--- src/inc/strap_pins_pkg.sv ---
package strap_pins_pkg;

    localparam int ADDR_W = 8;
    localparam int DATA_W = 32;

    // Register byte offsets
    localparam logic [7:0] FEATURE_CFG_OFS = 8'h00;
    localparam logic [7:0] CHARGE_SUPPORT_OFS = 8'h04;
    localparam logic [7:0] STRAP_STATUS_OFS = 8'h08;

    // Field positions
    localparam int STATUS_OUTPUT_ENABLE_POS = 0;
    localparam int AUTO_MODE_DISABLE_POS = 0;
    localparam int STS_GANG_POS = 0;
    localparam int STS_AUTO_N_POS = 1;
    localparam int STS_IFACE_N_POS = 2;
    localparam int STS_PWR_N_POS = 3;
    localparam int STS_VALID_POS = 4;

    // Values after reset
    localparam logic STATUS_OUTPUT_ENABLE_RST = 1'b0;
    localparam logic AUTO_MODE_DISABLE_RST = 1'b1;
    localparam logic [DATA_W-1:0] RDATA_RST = 32'h0000_0000;

    // Edges after reset release before the synchronised straps are sampled
    localparam logic [1:0] SETTLE_CYCLES = 2'h2;

    typedef struct packed {
        logic gang;
        logic auto_n;
        logic iface_n;
        logic pwr_n;
    } strap_s;

    localparam strap_s STRAP_RST = 4'h0;

endpackage : strap_pins_pkg

--- src/logic/hub_strap_status_pins.sv ---
// Strobed register access and the address map were left to the implementer.
`timescale 1ns/1ps
module hub_strap_status_pins (
    input wire logic clk_in,
    input wire logic nrst_in,
    input wire logic gang_addr2_hs_conn_pin_in,
    output logic gang_addr2_hs_conn_pin_out,
    output logic gang_addr2_hs_conn_pin_oe_n_out,
    input wire logic auto_charge_hs_susp_pin_in,
    output logic auto_charge_hs_susp_pin_out,
    output logic auto_charge_hs_susp_pin_oe_n_out,
    input wire logic interface_select_strap_n_in,
    input wire logic power_switching_strap_n_in,
    input wire logic hs_upstream_connected_in,
    input wire logic hs_upstream_suspended_in,
    input wire logic [strap_pins_pkg::ADDR_W-1:0] addr_in,
    input wire logic [strap_pins_pkg::DATA_W-1:0] wdata_in,
    input wire logic wr_in,
    input wire logic rd_in,
    output logic [strap_pins_pkg::DATA_W-1:0] rdata_out,
    output logic straps_valid_out,
    output logic power_switching_en_out,
    output logic ganged_power_out,
    output logic smbus_mode_out,
    output logic smbus_addr_bit2_out,
    output logic auto_charge_mode_out,
    output logic cdp_port1_allowed_out
);

    // Pin synchronisers
    strap_pins_pkg::strap_s sync1_ff;
    strap_pins_pkg::strap_s sync2_ff;
    strap_pins_pkg::strap_s pin_now;

    assign pin_now = '{gang: gang_addr2_hs_conn_pin_in,
                       auto_n: auto_charge_hs_susp_pin_in,
                       iface_n: interface_select_strap_n_in,
                       pwr_n: power_switching_strap_n_in};

    always_ff @(posedge clk_in or negedge nrst_in) begin
        if (!nrst_in) begin
            sync1_ff <= strap_pins_pkg::STRAP_RST;
            sync2_ff <= strap_pins_pkg::STRAP_RST;
        end else begin
            sync1_ff <= pin_now;
            sync2_ff <= sync1_ff;
        end
    end

    // Strap capture after release
    logic [1:0] settle_ff;
    logic [1:0] nxt_settle;
    logic valid_ff;
    logic nxt_valid;
    strap_pins_pkg::strap_s strap_ff;
    strap_pins_pkg::strap_s nxt_strap;
    logic capture;

    always_comb begin
        nxt_settle = settle_ff;
        nxt_valid = valid_ff;
        nxt_strap = strap_ff;
        capture = 1'b0;
        if (!valid_ff) begin
            if (settle_ff == strap_pins_pkg::SETTLE_CYCLES) begin
                capture = 1'b1;
                nxt_valid = 1'b1;
                nxt_strap = sync2_ff;
            end else begin
                nxt_settle = settle_ff + 2'h1;
            end
        end
    end

    // Held until next reset
    always_ff @(posedge clk_in or negedge nrst_in) begin
        if (!nrst_in) begin
            settle_ff <= 2'h0;
            valid_ff <= 1'b0;
            strap_ff <= strap_pins_pkg::STRAP_RST;
        end else begin
            settle_ff <= nxt_settle;
            valid_ff <= nxt_valid;
            strap_ff <= nxt_strap;
        end
    end

    // Register file
    logic sts_out_en_ff;
    logic nxt_sts_out_en;
    logic auto_dis_ff;
    logic nxt_auto_dis;
    logic [strap_pins_pkg::DATA_W-1:0] rdata_ff;
    logic [strap_pins_pkg::DATA_W-1:0] nxt_rdata;

    always_comb begin
        nxt_sts_out_en = sts_out_en_ff;
        nxt_auto_dis = auto_dis_ff;
        if (wr_in) begin
            if (addr_in == strap_pins_pkg::FEATURE_CFG_OFS) begin
                nxt_sts_out_en = wdata_in[strap_pins_pkg::STATUS_OUTPUT_ENABLE_POS];
            end
            if (addr_in == strap_pins_pkg::CHARGE_SUPPORT_OFS) begin
                nxt_auto_dis = wdata_in[strap_pins_pkg::AUTO_MODE_DISABLE_POS];
            end
        end
        // Strap load beats a write in the same cycle
        if (capture) begin
            nxt_auto_dis = sync2_ff.auto_n;
        end
    end

    always_ff @(posedge clk_in or negedge nrst_in) begin
        if (!nrst_in) begin
            sts_out_en_ff <= strap_pins_pkg::STATUS_OUTPUT_ENABLE_RST;
            auto_dis_ff <= strap_pins_pkg::AUTO_MODE_DISABLE_RST;
        end else begin
            sts_out_en_ff <= nxt_sts_out_en;
            auto_dis_ff <= nxt_auto_dis;
        end
    end

    // Read data stands one cycle, then zero
    always_comb begin
        nxt_rdata = strap_pins_pkg::RDATA_RST;
        if (rd_in) begin
            case (addr_in)
                strap_pins_pkg::FEATURE_CFG_OFS: begin
                    nxt_rdata[strap_pins_pkg::STATUS_OUTPUT_ENABLE_POS] = sts_out_en_ff;
                end
                strap_pins_pkg::CHARGE_SUPPORT_OFS: begin
                    nxt_rdata[strap_pins_pkg::AUTO_MODE_DISABLE_POS] = auto_dis_ff;
                end
                strap_pins_pkg::STRAP_STATUS_OFS: begin
                    nxt_rdata[strap_pins_pkg::STS_GANG_POS] = strap_ff.gang;
                    nxt_rdata[strap_pins_pkg::STS_AUTO_N_POS] = strap_ff.auto_n;
                    nxt_rdata[strap_pins_pkg::STS_IFACE_N_POS] = strap_ff.iface_n;
                    nxt_rdata[strap_pins_pkg::STS_PWR_N_POS] = strap_ff.pwr_n;
                    nxt_rdata[strap_pins_pkg::STS_VALID_POS] = valid_ff;
                end
                default: begin
                    nxt_rdata = strap_pins_pkg::RDATA_RST;
                end
            endcase
        end
    end

    always_ff @(posedge clk_in or negedge nrst_in) begin
        if (!nrst_in) begin
            rdata_ff <= strap_pins_pkg::RDATA_RST;
        end else begin
            rdata_ff <= nxt_rdata;
        end
    end

    // Gang pin status drive
    logic gang_pin_ff;
    logic nxt_gang_pin;
    logic gang_oe_n_ff;
    logic nxt_gang_oe_n;
    logic drive_status;

    always_comb begin
        drive_status = valid_ff && sts_out_en_ff;
        nxt_gang_oe_n = !drive_status;
        nxt_gang_pin = drive_status && hs_upstream_connected_in;
    end

    always_ff @(posedge clk_in or negedge nrst_in) begin
        if (!nrst_in) begin
            gang_pin_ff <= 1'b0;
            gang_oe_n_ff <= 1'b1;
        end else begin
            gang_pin_ff <= nxt_gang_pin;
            gang_oe_n_ff <= nxt_gang_oe_n;
        end
    end

    // Charge pin status drive
    logic auto_pin_ff;
    logic nxt_auto_pin;
    logic auto_oe_n_ff;
    logic nxt_auto_oe_n;

    always_comb begin
        nxt_auto_oe_n = !drive_status;
        nxt_auto_pin = drive_status && hs_upstream_suspended_in;
    end

    always_ff @(posedge clk_in or negedge nrst_in) begin
        if (!nrst_in) begin
            auto_pin_ff <= 1'b0;
            auto_oe_n_ff <= 1'b1;
        end else begin
            auto_pin_ff <= nxt_auto_pin;
            auto_oe_n_ff <= nxt_auto_oe_n;
        end
    end

    // Power control mode
    logic pwr_en_ff;
    logic nxt_pwr_en;
    logic ganged_ff;
    logic nxt_ganged;

    always_comb begin
        nxt_pwr_en = valid_ff && !strap_ff.pwr_n;
        nxt_ganged = nxt_pwr_en && strap_ff.gang;
    end

    always_ff @(posedge clk_in or negedge nrst_in) begin
        if (!nrst_in) begin
            pwr_en_ff <= 1'b0;
            ganged_ff <= 1'b0;
        end else begin
            pwr_en_ff <= nxt_pwr_en;
            ganged_ff <= nxt_ganged;
        end
    end

    // Interface mode and address bit
    logic smbus_ff;
    logic nxt_smbus;
    logic addr2_ff;
    logic nxt_addr2;

    always_comb begin
        nxt_smbus = valid_ff && !strap_ff.iface_n;
        nxt_addr2 = nxt_smbus && strap_ff.gang;
    end

    always_ff @(posedge clk_in or negedge nrst_in) begin
        if (!nrst_in) begin
            smbus_ff <= 1'b0;
            addr2_ff <= 1'b0;
        end else begin
            smbus_ff <= nxt_smbus;
            addr2_ff <= nxt_addr2;
        end
    end

    // Charge mode
    logic auto_mode_ff;
    logic nxt_auto_mode;
    logic cdp1_ff;
    logic nxt_cdp1;

    always_comb begin
        nxt_auto_mode = valid_ff && !auto_dis_ff;
        nxt_cdp1 = valid_ff && !nxt_auto_mode;
    end

    always_ff @(posedge clk_in or negedge nrst_in) begin
        if (!nrst_in) begin
            auto_mode_ff <= 1'b0;
            cdp1_ff <= 1'b0;
        end else begin
            auto_mode_ff <= nxt_auto_mode;
            cdp1_ff <= nxt_cdp1;
        end
    end

    // Valid flag aligned with the registered mode outputs
    logic valid_out_ff;
    logic nxt_valid_out;

    always_comb begin
        nxt_valid_out = valid_ff;
    end

    always_ff @(posedge clk_in or negedge nrst_in) begin
        if (!nrst_in) begin
            valid_out_ff <= 1'b0;
        end else begin
            valid_out_ff <= nxt_valid_out;
        end
    end

    assign gang_addr2_hs_conn_pin_out = gang_pin_ff;
    assign gang_addr2_hs_conn_pin_oe_n_out = gang_oe_n_ff;
    assign auto_charge_hs_susp_pin_out = auto_pin_ff;
    assign auto_charge_hs_susp_pin_oe_n_out = auto_oe_n_ff;
    assign rdata_out = rdata_ff;
    assign straps_valid_out = valid_out_ff;
    assign power_switching_en_out = pwr_en_ff;
    assign ganged_power_out = ganged_ff;
    assign smbus_mode_out = smbus_ff;
    assign smbus_addr_bit2_out = addr2_ff;
    assign auto_charge_mode_out = auto_mode_ff;
    assign cdp_port1_allowed_out = cdp1_ff;

endmodule : hub_strap_status_pins

--- config.mk ---
export PLATFORM = sky130hd
export DESIGN_NAME = hub_strap_status_pins
export DESIGN_NICKNAME = d
export VERILOG_FILES = /design/src/inc/strap_pins_pkg.sv /design/src/logic/hub_strap_status_pins.sv
export SDC_FILE = /design/constraint.sdc
export NUM_CORES = 1
export LEC_CHECK = 0
export ABC_AREA = 1
export BUFFER_PORTS_ARGS = -buffer_cell sky130_fd_sc_hd__buf_2
export CORE_MARGIN = 1.5
export CORE_UTILIZATION = 40
export DETAILED_ROUTE_END_ITERATION = 6
export PLACE_DENSITY_LB_ADDON = 0.08
export SETUP_SLACK_MARGIN = 0.15
export SLEW_MARGIN = 20
export SYNTH_ARGS = -nofsm -noshare
export SYNTH_HDL_FRONTEND = slang
export SYNTH_SLANG_ARGS = --single-unit
--- constraint.sdc ---
create_clock -name clk_in -period 1.44 [get_ports clk_in]
set_clock_uncertainty 0.2 [all_clocks]
set_input_delay 0.072 -clock clk_in [delete_from_list [all_inputs] [get_ports clk_in]]
set_output_delay 0.072 -clock clk_in [all_outputs]
set_load 0.02 [all_outputs]
# --- Word level (Yosys, flattened, before mapping) ---
# Index checks and enable logic that the tools add are counted.
totals:
  reg_bits: 59
  input_bits: 50
  out_inout_bits: 43
  wordCells: 63
op_classes:
  n_addsub: 1
  n_eq_ne: 3
  n_mux: 9
  n_bitwise: 2
  reduce_logical: 21
ops:
  columns: ["cell", "count"]
  rows:
  - ["1-bit logical AND", 9]
  - ["8-bit by 3-bit equality test with 1-bit output (second input constant)", 1]
  - ["8-bit by 4-bit equality test with 1-bit output (second input constant)", 1]
  - ["8-bit logical NOT", 1]
  - ["2-bit AND reduction", 4]
  - ["1-bit two-way mux", 6]
  - ["1-bit logical NOT", 5]
  - ["5-bit two-way mux", 1]
  - ["4-bit two-way mux", 1]
  - ["2-bit nonzero test", 2]
  - ["1-bit one-hot mux with 3 select lines", 1]
  - ["2-bit by 1-bit adder with 2-bit output (second input constant)", 1]
  - ["2-bit equality test (second input constant)", 1]
  - ["1-bit inverter", 2]

# --- Longest topological paths before layout ---
# Gate-level depths: netlist of run 1.
depth:
  depth_word: 5
  depth_mapped: 8
  depth_no_buf: 8

# --- Worst setup path before layout of run 1 ---
# Ideal clock, no wire load.
synth_timing:
  path_type: "reg-to-reg"
  startpoint: "reg settle_ff[0]"
  endpoint: "reg auto_dis_ff"
  setup_time_ns: 0.060
  arrival_ns: 1.007
  t_required_ns: 1.180
  path_slack_ns: 0.173
  stages_incl_launch_ff: 9
  synth_period_minus_slack_ns: 1.267
  cell_sequence: "dfrtp_1 -> inv_1 -> ha_1 -> inv_1 -> nor2_4 -> nand2_2 -> o21ai_1 -> nand2_1 -> nand2_1"
synth_between:
  elab_chain_cells: 5
synth_lines:
  columns: ["item", "line", "text"]
  rows:
  - ["start, declared", "hub_strap_status_pins.sv:51", "logic [1:0] settle_ff;"]
  - ["start signal, assigned", "hub_strap_status_pins.sv:82", "settle_ff <= nxt_settle;"]
  - ["2-bit equality test (*)", "hub_strap_status_pins.sv:65", "if (settle_ff == strap_pins_pkg::SETTLE_CYCLES) begin"]
  - ["1-bit two-way mux (*)", "hub_strap_status_pins.sv:65", null]
  - ["1-bit two-way mux (*)", "hub_strap_status_pins.sv:64", "if (!valid_ff) begin"]
  - ["2-bit nonzero test (no line)", null, null]
  - ["2-bit AND reduction (no line)", null, null]
  - ["end signal, assigned", "hub_strap_status_pins.sv:116", "auto_dis_ff <= strap_pins_pkg::AUTO_MODE_DISABLE_RST;"]
  - ["end signal, assigned", "hub_strap_status_pins.sv:119", "auto_dis_ff <= nxt_auto_dis;"]
  - ["end, declared", "hub_strap_status_pins.sv:91", "logic auto_dis_ff;"]
# Every way passes the cells marked *; elsewhere a longest branch is shown, timed or not.
# A chain may end at the register's enable or synchronous reset.

# --- Final worst setup path of run 1 ---
layout_timing:
  startpoint: "reg settle_ff[0]"
  endpoint: "reg strap_ff[2] (netlist bit)"
layout_between:
  elab_chain_cells: 2
layout_lines:
  columns: ["item", "line", "text"]
  rows:
  - ["2-bit equality test", "hub_strap_status_pins.sv:65", null]
  - ["2-bit AND reduction (no line)", null, null]
  - ["end signal, assigned", "hub_strap_status_pins.sv:80", "strap_ff <= strap_pins_pkg::STRAP_RST;"]
  - ["end signal, assigned", "hub_strap_status_pins.sv:84", "strap_ff <= nxt_strap;"]
  - ["end, declared", "hub_strap_status_pins.sv:55", "strap_pins_pkg::strap_s strap_ff;"]
# No other way between the ends.

==> flow_summary.ini, run 1 <==
[run_status]
status = finished clean

[worst_setup_path]
r2r-end = strap_ff[2]$_DFFE_PN0P_
crit_end = strap_ff[2]$_DFFE_PN0P_
crit_type = flip-flop to flip-flop
arrival_ns = 1.30
required_ns = 1.45
startpoint_type = flip-flop
r2r_slack_ns = 0.15
endpoint_kind = flip-flop
crit_path_start = settle_ff[0]$_DFFE_PN0P_
path_max_fanout = 4
ff2ff_path_depth = 6
r2r-start = settle_ff[0]$_DFFE_PN0P_

[drt]
wl_mm = 2.29
drc_errors = 0
vias = 956
drt_iter0_drc = 30
first_pass_iters = 4
vias_per_cell = 4.00
wl_per_cell_um = 9.56
drtAntennaViolNets = 0

[layout]
fin_nets = 246
final_layout_size_suffix_gt1_frac = 0.287
stdcell_count = 239
fin_util = 0.569
syn2layout_area_growth_pct = 32.5
diodes = 0
fillers = 280

[logic_synthesis]
yosysMostFrequentCell = dfrtp_1
syn_area_per_cell_um2 = 9.95
synth_edf_count = 0
syn-cell-area_um2 = 1330
ys.flop_type = dfrtp_1
synth_warnings = 0
seq_area_frac_synth = 0.602
synthDominantCellAreaShare = 0.563
synth_top_cell_by_area = dfrtp_1
async_reset_ff_frac = 1.00
synth_common_cells = dfrtp_1 (30), buf_4 (28), inv_1 (19), nand2_1 (18), nor2_1 (17)
synth_cells = 134
yosysUniqueCellTypes = 15
synthTopCellsByArea = dfrtp_1 (56%), buf_4 (16%), inv_1 (5.3%)
synth_seq_cells = 32

[place]
place_worst_setup_slack_ns = 0.0866
globalplace.congestion = 0.753
dp_cells = 211
hpwlAfterDp_mm = 1.39
io_buffer_count = 34

[grt]
grtUsageTotal = 0.138
grt_max_degree = 33
grt_pass1_wl_mm = 3.48
antenna_found_initial = 0
gr-total-overflow = 0
grt_pass1_vias = 855

[timing]
setup_viol = 0
rsz0062_at_grt = true
layout_min_cycle_time_ns = 1.29
hold_viol = 0
fmax_ghz = 0.775
setup_tns_ns = 0
timing.final.ws_setup_ns = 0.149
maxSlewViolCount = 0
post-route-period-util = 0.897

[floorplan]
core_um2 = 3100
die_area_um2 = 3690
boundaryPins = 93
die_h_um = 60.7
fp-row-count = 20
initial_utilization = 0.430
die_x_um = 60.7

[cts]
cts_buffers = 5
clk_path_buf_depth = 2
clock-sinks = 32
tritoncts = done
cts.clk_slew.worst_paths_ns = 0.09
htree_levels = 2
insertion_delay_ns = 0.33
cts_root_buffer = clkbuf_4

[power]
ir_drop_mv = 0.532
p_leak_nw = 0.966
total_power_mw = 1.72
power_density_nw_per_um2 = 975

[job]
drv_cap = 0

[min_path]
hold_path_class = input pin to asynchronous set/reset pin
==> cell usage in the layout (no fill, tap or decap), types with 2 or more instances in the layout <==
| cell | n |
|---|---|
| clkbuf_4 | 5 |
| buf_6 | 3 |
| dfstp_2 | 2 |
| clkbuf_8 | 2 |
| conb_1 | 27 |
| o21ai_1 | 4 |
| o21ai_0 | 3 |
| buf_4 | 2 |
| nor3_1 | 2 |
| dlygate4sd3_1 | 18 |
| nand3_1 | 5 |
| nor2_1 | 15 |
| nand2_1 | 18 |
| dfrtp_1 | 30 |
| inv_2 | 2 |
| nor2_2 | 2 |
| inv_1 | 16 |
| nor2_4 | 2 |
| buf_2 | 32 |
==> sequential cells by signal, indices dropped and copies added (netlist names) <==
signal	count
smbus_mode_out	1
sync1_ff	4
auto_dis_ff	1
auto_charge_hs_susp_pin_oe_n_out	1
straps_valid_out	1
settle_ff	2
sync2_ff	4
power_switching_en_out	1
gang_addr2_hs_conn_pin_out	1
smbus_addr_bit2_out	1
ganged_power_out	1
sts_out_en_ff	1
auto_charge_mode_out	1
nxt_valid_out	1
auto_charge_hs_susp_pin_out	1
rdata_out	5
strap_ff	4
cdp_port1_allowed_out	1
==> cells by family after synthesis <==
family / Yosys count / synth area share
buffers and inverters: 47 / 0.211
other: 1 / 0.00281
adders and majority gates: 1 / 0.00938
DFF: 32 / 0.602
AOI/OAI and AO/OA: 7 / 0.0263
xor gates and xnor gates: 1 / 0.00657
and+or+nand+nor: 45 / 0.142
==> where the power goes <==
part / internal, mW / total, mW / switching [mW] / leakage (nW)
Clock: 0.276 / 0.554 / 0.278 / 0.0374
Sequential: 0.937 / 0.951 / 0.0142 / 0.385
Combinational: 0.0779 / 0.218 / 0.140 / 0.544
==> metal layers <==
metal	vias to the layer above	global-route usage	share of wire	wire length, um
met5	-	0	0	0
met4	0	0.102	0.026	59
met3	7	0.0448	0.077	177
met2	49	0.224	0.51	1160
met1	431	0.150	0.39	890
li1	469	-	-	-
==> metrics by stage <==
stage	instance area (um2)	hold WS [ns]
after floorplan	1430	-0.424
after global placement	1450	-0.0935
after detailed placement	1450	-0.0866
after CTS	1720	0.0794
after global routing	1770	0.138
final	1770	0.0807
==> cell type report <==
type / instances / area, um2 / area share
Inverter: 19 / 73.8 / 0.0418
Timing Repair Buffer: 55 / 389 / 0.220
Clock buffer: 7 / 65.1 / 0.0368
Sequential cell: 32 / 803 / 0.455
Tap cell: 44 / 55.1 / 0.0312
Multi-Input combinational cell: 82 / 380 / 0.215
==> critical path, cell delays in order, from the launching register on <==
cell and delay (ns):
dfrtp_1 0.40, inv_2 0.07, ha_4 0.15, inv_4 0.05, nor2_4 0.12, buf_6 0.11, o21ai_0 0.07
==> worst min path at each step <==
stage                        from                               endpoint  slack [ns]  depth (start not counted)
after global routing      nrst_in                  sync2_ff[0]$_DFF_PN0_        0.14                          3
after CTS                 nrst_in                 rdata_out[2]$_DFF_PN0_        0.08                          3
after detailed placement  nrst_in                  sync2_ff[0]$_DFF_PN0_       -0.09                          2
after global placement    nrst_in                  sync2_ff[1]$_DFF_PN0_       -0.09                          2
after floorplan           nrst_in  auto_charge_hs_susp_pin_out$_DFF_PN0_       -0.42                          0
final                     nrst_in                  sync2_ff[0]$_DFF_PN0_        0.08                          3
==> what timing repair did <==
| item | in CTS | in global routing |
|---|---|---|
| hold buffers | 18 | 0 |
| pin swaps | 1 | 3 |
| endpoints found under the setup margin | 6 | 14 |
| endpoints found under the hold margin | 45 | 0 |
| buffers inserted | 1 | 1 |
| gates resized for setup | 5 | 12 |
| cloned | 1 | 0 |
Power figures use the tool's default switching activity.
==> run 2, diff against run 1 <==
CORE_UTILIZATION = 42   (was 40)
CTS_BUF_LIST = sky130_fd_sc_hd__clkbuf_4   (was not set)
==> run 2 against run 1 <==
Wire length down 2.7%. Register-to-register slack worse by 0.06 ns. Critical path type unchanged. First-iteration DRC count down 23%.
==> flow_summary.ini, run 2 (same netlist as run 1, synthesis figures left out) <==
[timing]
rsz0062_at_grt = true
setup_viol = 0
fmax_ghz = 0.738
setup_tns_ns = 0
maxSlewViolCount = 0
layout_min_cycle_time_ns = 1.36
hold_viol = 0
post-route-period-util = 0.941

[power]
power_density_nw_per_um2 = 1020
p_leak_nw = 1.01
ir_drop_mv = 0.579

[worst_setup_path]
required_ns = 1.51
crit_type = flip-flop to flip-flop
ff2ff_path_depth = 7
r2r_slack_ns = 0.08
r2r-start = settle_ff[0]$_DFFE_PN0P_
r2r-end = strap_ff[3]$_DFFE_PN0P_
startpoint_type = flip-flop
endpoint_kind = flip-flop
path_max_fanout = 6
arrival_ns = 1.42

[cts]
clock-sinks = 32
cts_root_buffer = clkbuf_4
insertion_delay_ns = 0.33
clk_path_buf_depth = 2
tritoncts = done
cts.clk_slew.worst_paths_ns = 0.10
htree_levels = 2
cts_buffers = 5

[place]
io_buffer_count = 34
hpwlAfterDp_mm = 1.39
globalplace.congestion = 0.722
dp_cells = 211

[drt]
first_pass_iters = 3
wl_per_cell_um = 9.23
drt_iter0_drc = 23
drtAntennaViolNets = 0
vias_per_cell = 3.93
wl_mm = 2.22
drc_errors = 0
vias = 946

[layout]
largest_reg_flops = 5
fin_nets = 247
diodes = 0
mostFrequentLayoutCells = buf_2 (32), dfrtp_1 (30), conb_1 (27)
fin_util = 0.599
syn2layout_area_growth_pct = 35.9
final_common_cell = buf_2
stdcell_count = 241
final_layout_size_suffix_gt1_frac = 0.320

[floorplan]
boundaryPins = 93
die_x_um = 59.4
fp-row-count = 20
initial_utilization = 0.440
die_h_um = 59.4
die_area_um2 = 3520
core_um2 = 3030

[grt]
grtUsageMet2 = 0.237
gr-usage-met1 = 0.147
globalRouteMet3Util = 0.0655
grtUsageTotal = 0.141
gr-total-overflow = 0
antenna_found_initial = 0
grt_pass1_vias = 872
grt.busiest_layer = met2
grt_pass1_wl_mm = 3.53
grt_max_degree = 33

[job]
drv_cap = 0

[run_status]
status = finished clean

[min_path]
hold_path_class = input pin to asynchronous set/reset pin
==> run 2: per-layer routing <==
layer / share of wire / vias up
li1: - / 470
met1: 0.39 / 423
met2: 0.50 / 47
met3: 0.083 / 6
met4: 0.021 / 0
met5: 0 / -
==> run 2: area by class of cell <==
cell class                      instances  area (um2)
Clock buffer                            6        45.0
Inverter                               19        71.3
Clock inverter                          2        35.0
Multi-Input combinational cell         81         390
Tap cell                               44        55.1
Timing Repair Buffer                   57         413
Sequential cell                        32         803
Fill cell                             262        1210
==> run 2: worst max-delay path: stages, from the launching register on <==
cell and delay (ns):
dfrtp_1 0.40, inv_1 0.06, ha_2 0.18, inv_2 0.04, nor2_4 0.16, buf_12 0.15
nand2_2 0.04, o21ai_1 0.06
==> run 2: metrics by stage <==
step	total power [mW]	hold slack (ns)	instance area, um2	setup slack (ns)
global route	1.95	0.110	1810	-0.0263
floorplan	1.13	-0.424	1430	0.173
finish	1.85	0.0784	1810	0.0848
detailed placement	1.14	-0.0839	1450	0.0748
CTS	1.87	0.0812	1750	0.0878
global placement	1.14	-0.0931	1450	0.0976
==> run 2: what timing repair did <==
action | in CTS | in global routing
hold buffers | 18 | 0
buffers inserted | 2 | 2
pin swaps | 1 | 1
resized for setup | 8 | 14
endpoints found under the setup margin | 8 | 15
endpoints found under the hold margin | 45 | 0
==> run 2: power by group <==
part / switching [mW] / internal [mW]
logic: 0.142 / 0.0799
clock network: 0.296 / 0.383
registers: 0.0157 / 0.937
==> run 2: how the worst max path moves through the flow <==
stage                              from                       to  cells past startpoint
2_1_floorplan  settle_ff[0]$_DFFE_PN0P_  auto_dis_ff$_DFFE_PN1P_                      8
3_3_place_gp   settle_ff[0]$_DFFE_PN0P_  auto_dis_ff$_DFFE_PN1P_                      8
3_5_place_dp   settle_ff[0]$_DFFE_PN0P_  auto_dis_ff$_DFFE_PN1P_                      8
4_1_cts        settle_ff[0]$_DFFE_PN0P_  auto_dis_ff$_DFFE_PN1P_                      8
5_1_grt        settle_ff[0]$_DFFE_PN0P_  auto_dis_ff$_DFFE_PN1P_                      8
6_report       settle_ff[0]$_DFFE_PN0P_  strap_ff[3]$_DFFE_PN0P_                      7
==> run 3, diff against run 2 <==
CORE_UTILIZATION = 38   (was 42)
clock period = 1.1 ns   (was 1.44 ns; I/O delays follow)
==> run 3 against run 2 <==
The run now ends with hold timing, setup timing left. Non-clock buffer count fell by 5. Total power rose by 20%. Count of clock-buffer cells in the layout rose by 1. Worst setup slack got worse by 0.32 ns. Sequential power rose by 31%. Critical path depth did not move. Die area rose by 10%. Flip-flop and latch count did not move. Register-to-register slack got worse by 0.32 ns. Critical endpoint is now strap_ff[0]$_DFFE_PN0P_. Largest power group unchanged.
==> flow_summary.ini, run 3 (same netlist as run 1, synthesis figures left out) <==
[cts]
cts_root_buffer = clkbuf_4
clock-sinks = 32
cts.clk_slew.worst_paths_ns = 0.09
insertion_delay_ns = 0.33
cts_buffers = 5
hold_buffers = 10
clk_path_buf_depth = 2
htree_levels = 2
tritoncts = done

[drt]
dr_wl_met2_mm = 1.18
met1_length_um = 867
maxUsedRoutingLayer = met4
first_pass_iters = 4
drc_errors = 0
drt_iter0_drc = 17
wl_per_cell_um = 9.41
met3_length_um = 142
wl_mm = 2.24
vias = 928
vias_per_cell = 3.90
drtAntennaViolNets = 0

[worst_setup_path]
endpoint_kind = flip-flop
startpoint_type = flip-flop
ff2ff_path_depth = 7
arrival_ns = 1.40
crit_path_max_incr_delay_ns = 0.39
required_ns = 1.16
path_max_fanout = 7
cp_cell_sequence = inv_1 -> ha_2 -> inv_2 -> nor2_4 -> buf_12 -> nand2_2 -> o21ai_1
crit_type = flip-flop to flip-flop
slowest_stage = dfrtp_1

[power]
p_clk_frac = 0.299
internal-power_mw = 1.64
power_frac_comb = 0.137
total_power_mw = 2.22
switching_share = 0.262
power_density_nw_per_um2 = 1190
ir_drop_mv = 1.02
pwr-share-seq = 0.564
p_leak_nw = 0.994
switchingPower_mw = 0.582

[place]
dp_cells = 215
hpwlAfterDp_mm = 1.53
io_buffer_count = 34
globalplace.congestion = 0.725
placed_area_um2 = 1490

[grt]
antenna_found_initial = 0
grtUsageTotal = 0.132
grt_max_degree = 33
grt_pass1_vias = 976
grt_pass1_wl_mm = 3.88
gr-total-overflow = 0

[timing]
rsz0062_at_grt = true
timing.final.ws_setup_ns = -0.240
holdWs_ns = -0.0968
setup_viol = 14
post-route-period-util = 1.22
setup_tns_ns = -1.89
fmax_ghz = 0.746
maxSlewViolCount = 0
hold_viol = 6
layout_min_cycle_time_ns = 1.34

[layout]
largest_reg_flops = 5
multiInputGateArea_um2 = 407
final_area_um2 = 1860
diodes = 0
stdcell_count = 238
final_common_cell = dfrtp_1
fillers = 305
final_layout_size_suffix_gt1_frac = 0.375
regArea_um2 = 805
fin_nets = 242
syn2layout_area_growth_pct = 39.6
mostFrequentLayoutCells = dfrtp_1 (29), conb_1 (27), buf_2 (18), buf_6 (18), inv_1 (15)

[floorplan]
die_h_um = 62.2
core_um2 = 3360
initial_utilization = 0.397
die_x_um = 62.2
fp-row-count = 21
boundaryPins = 93
die_area_um2 = 3870

[job]
drv_cap = 0

[run_status]
status = finished, violations left
violations = hold timing, setup timing

[min_path]
hold_depth = 6
hold_path_class = input pin to flip-flop
## run 3: changes by cell type in the layout (fill, tap and decap cells not counted), sizes merged
| cell | before | now |
|---|---|---|
| buf | 39 | 42 |
| clkbuf | 6 | 7 |
| bufinv | 1 | 0 |
| dlygate4sd3 | 18 | 10 |
## run 3: worst max-delay path, delay by kind of cell, from the launching register on
| kind | cells | cell delay (ns) |
|---|---|---|
| adder cells (fa/ha/maj) | 1 | 0.18 |
| buffers and inverters | 3 | 0.24 |
| AND/OR/NAND/NOR | 2 | 0.19 |
| AO/OA/AOI/OAI | 1 | 0.07 |
| flip-flops | 1 | 0.39 |
## run 3: layout make-up
cell class,instances,share of cell area
sequential,32,0.432
timing repair buffer,52,0.249
multi-input combinational,81,0.218
inverter,19,0.0397
tap,46,0.0309
clock buffer,7,0.0282
clock inverter,1,0.00202
## run 3: final timing paths
kind                       slack [ns]                                    endpoint                     start
setup / recovery                -0.24                     strap_ff[0]$_DFFE_PN0P_  settle_ff[0]$_DFFE_PN0P_
hold / removal                   -0.1                   sts_out_en_ff$_DFFE_PN0P_                addr_in[0]
setup reg to reg                -0.24                     strap_ff[0]$_DFFE_PN0P_  settle_ff[0]$_DFFE_PN0P_
hold reg to reg                  0.15                       sync2_ff[3]$_DFF_PN0_     sync1_ff[3]$_DFF_PN0_
max in group asynchronous        0.46  auto_charge_hs_susp_pin_oe_n_out$_DFF_PN1_                   nrst_in
min in group asynchronous           0                       sync1_ff[3]$_DFF_PN0_                   nrst_in
## run 3: stage by stage
| step | setup WS (ns) | util |
|---|---|---|
| global route | -0.327 | 0.554 |
| global placement | -0.199 | 0.443 |
| CTS | -0.255 | 0.541 |
| floorplan | -0.167 | - |
| finish | -0.240 | 0.554 |
| detailed placement | -0.254 | 0.443 |
## run 3: what timing repair did
| item | in CTS | in global routing |
|---|---|---|
| endpoints found under the hold margin | 45 | 5 |
| resized for setup | 46 | 15 |
| buffers inserted | 4 | 1 |
| gates cloned | 0 | 0 |
| setup endpoints to repair | 35 | 35 |
| pin swaps | 4 | 2 |
## run 3: power by group through the flow
stage,Sequential [mW],Clock (mW),Combinational (mW)
final,1.25,0.665,0.304
after global routing,1.26,0.740,0.330
after CTS,1.25,0.689,0.298
after detailed placement,1.27,0,0.239
after global placement,1.27,0,0.236
after floorplan,1.29,0,0.197
## run 3: metal layers
metal  track usage  up-vias
met2         0.219       37
met4        0.0778        0
li1              -      461
met5             0        -
met3        0.0580        7
met1         0.138      423
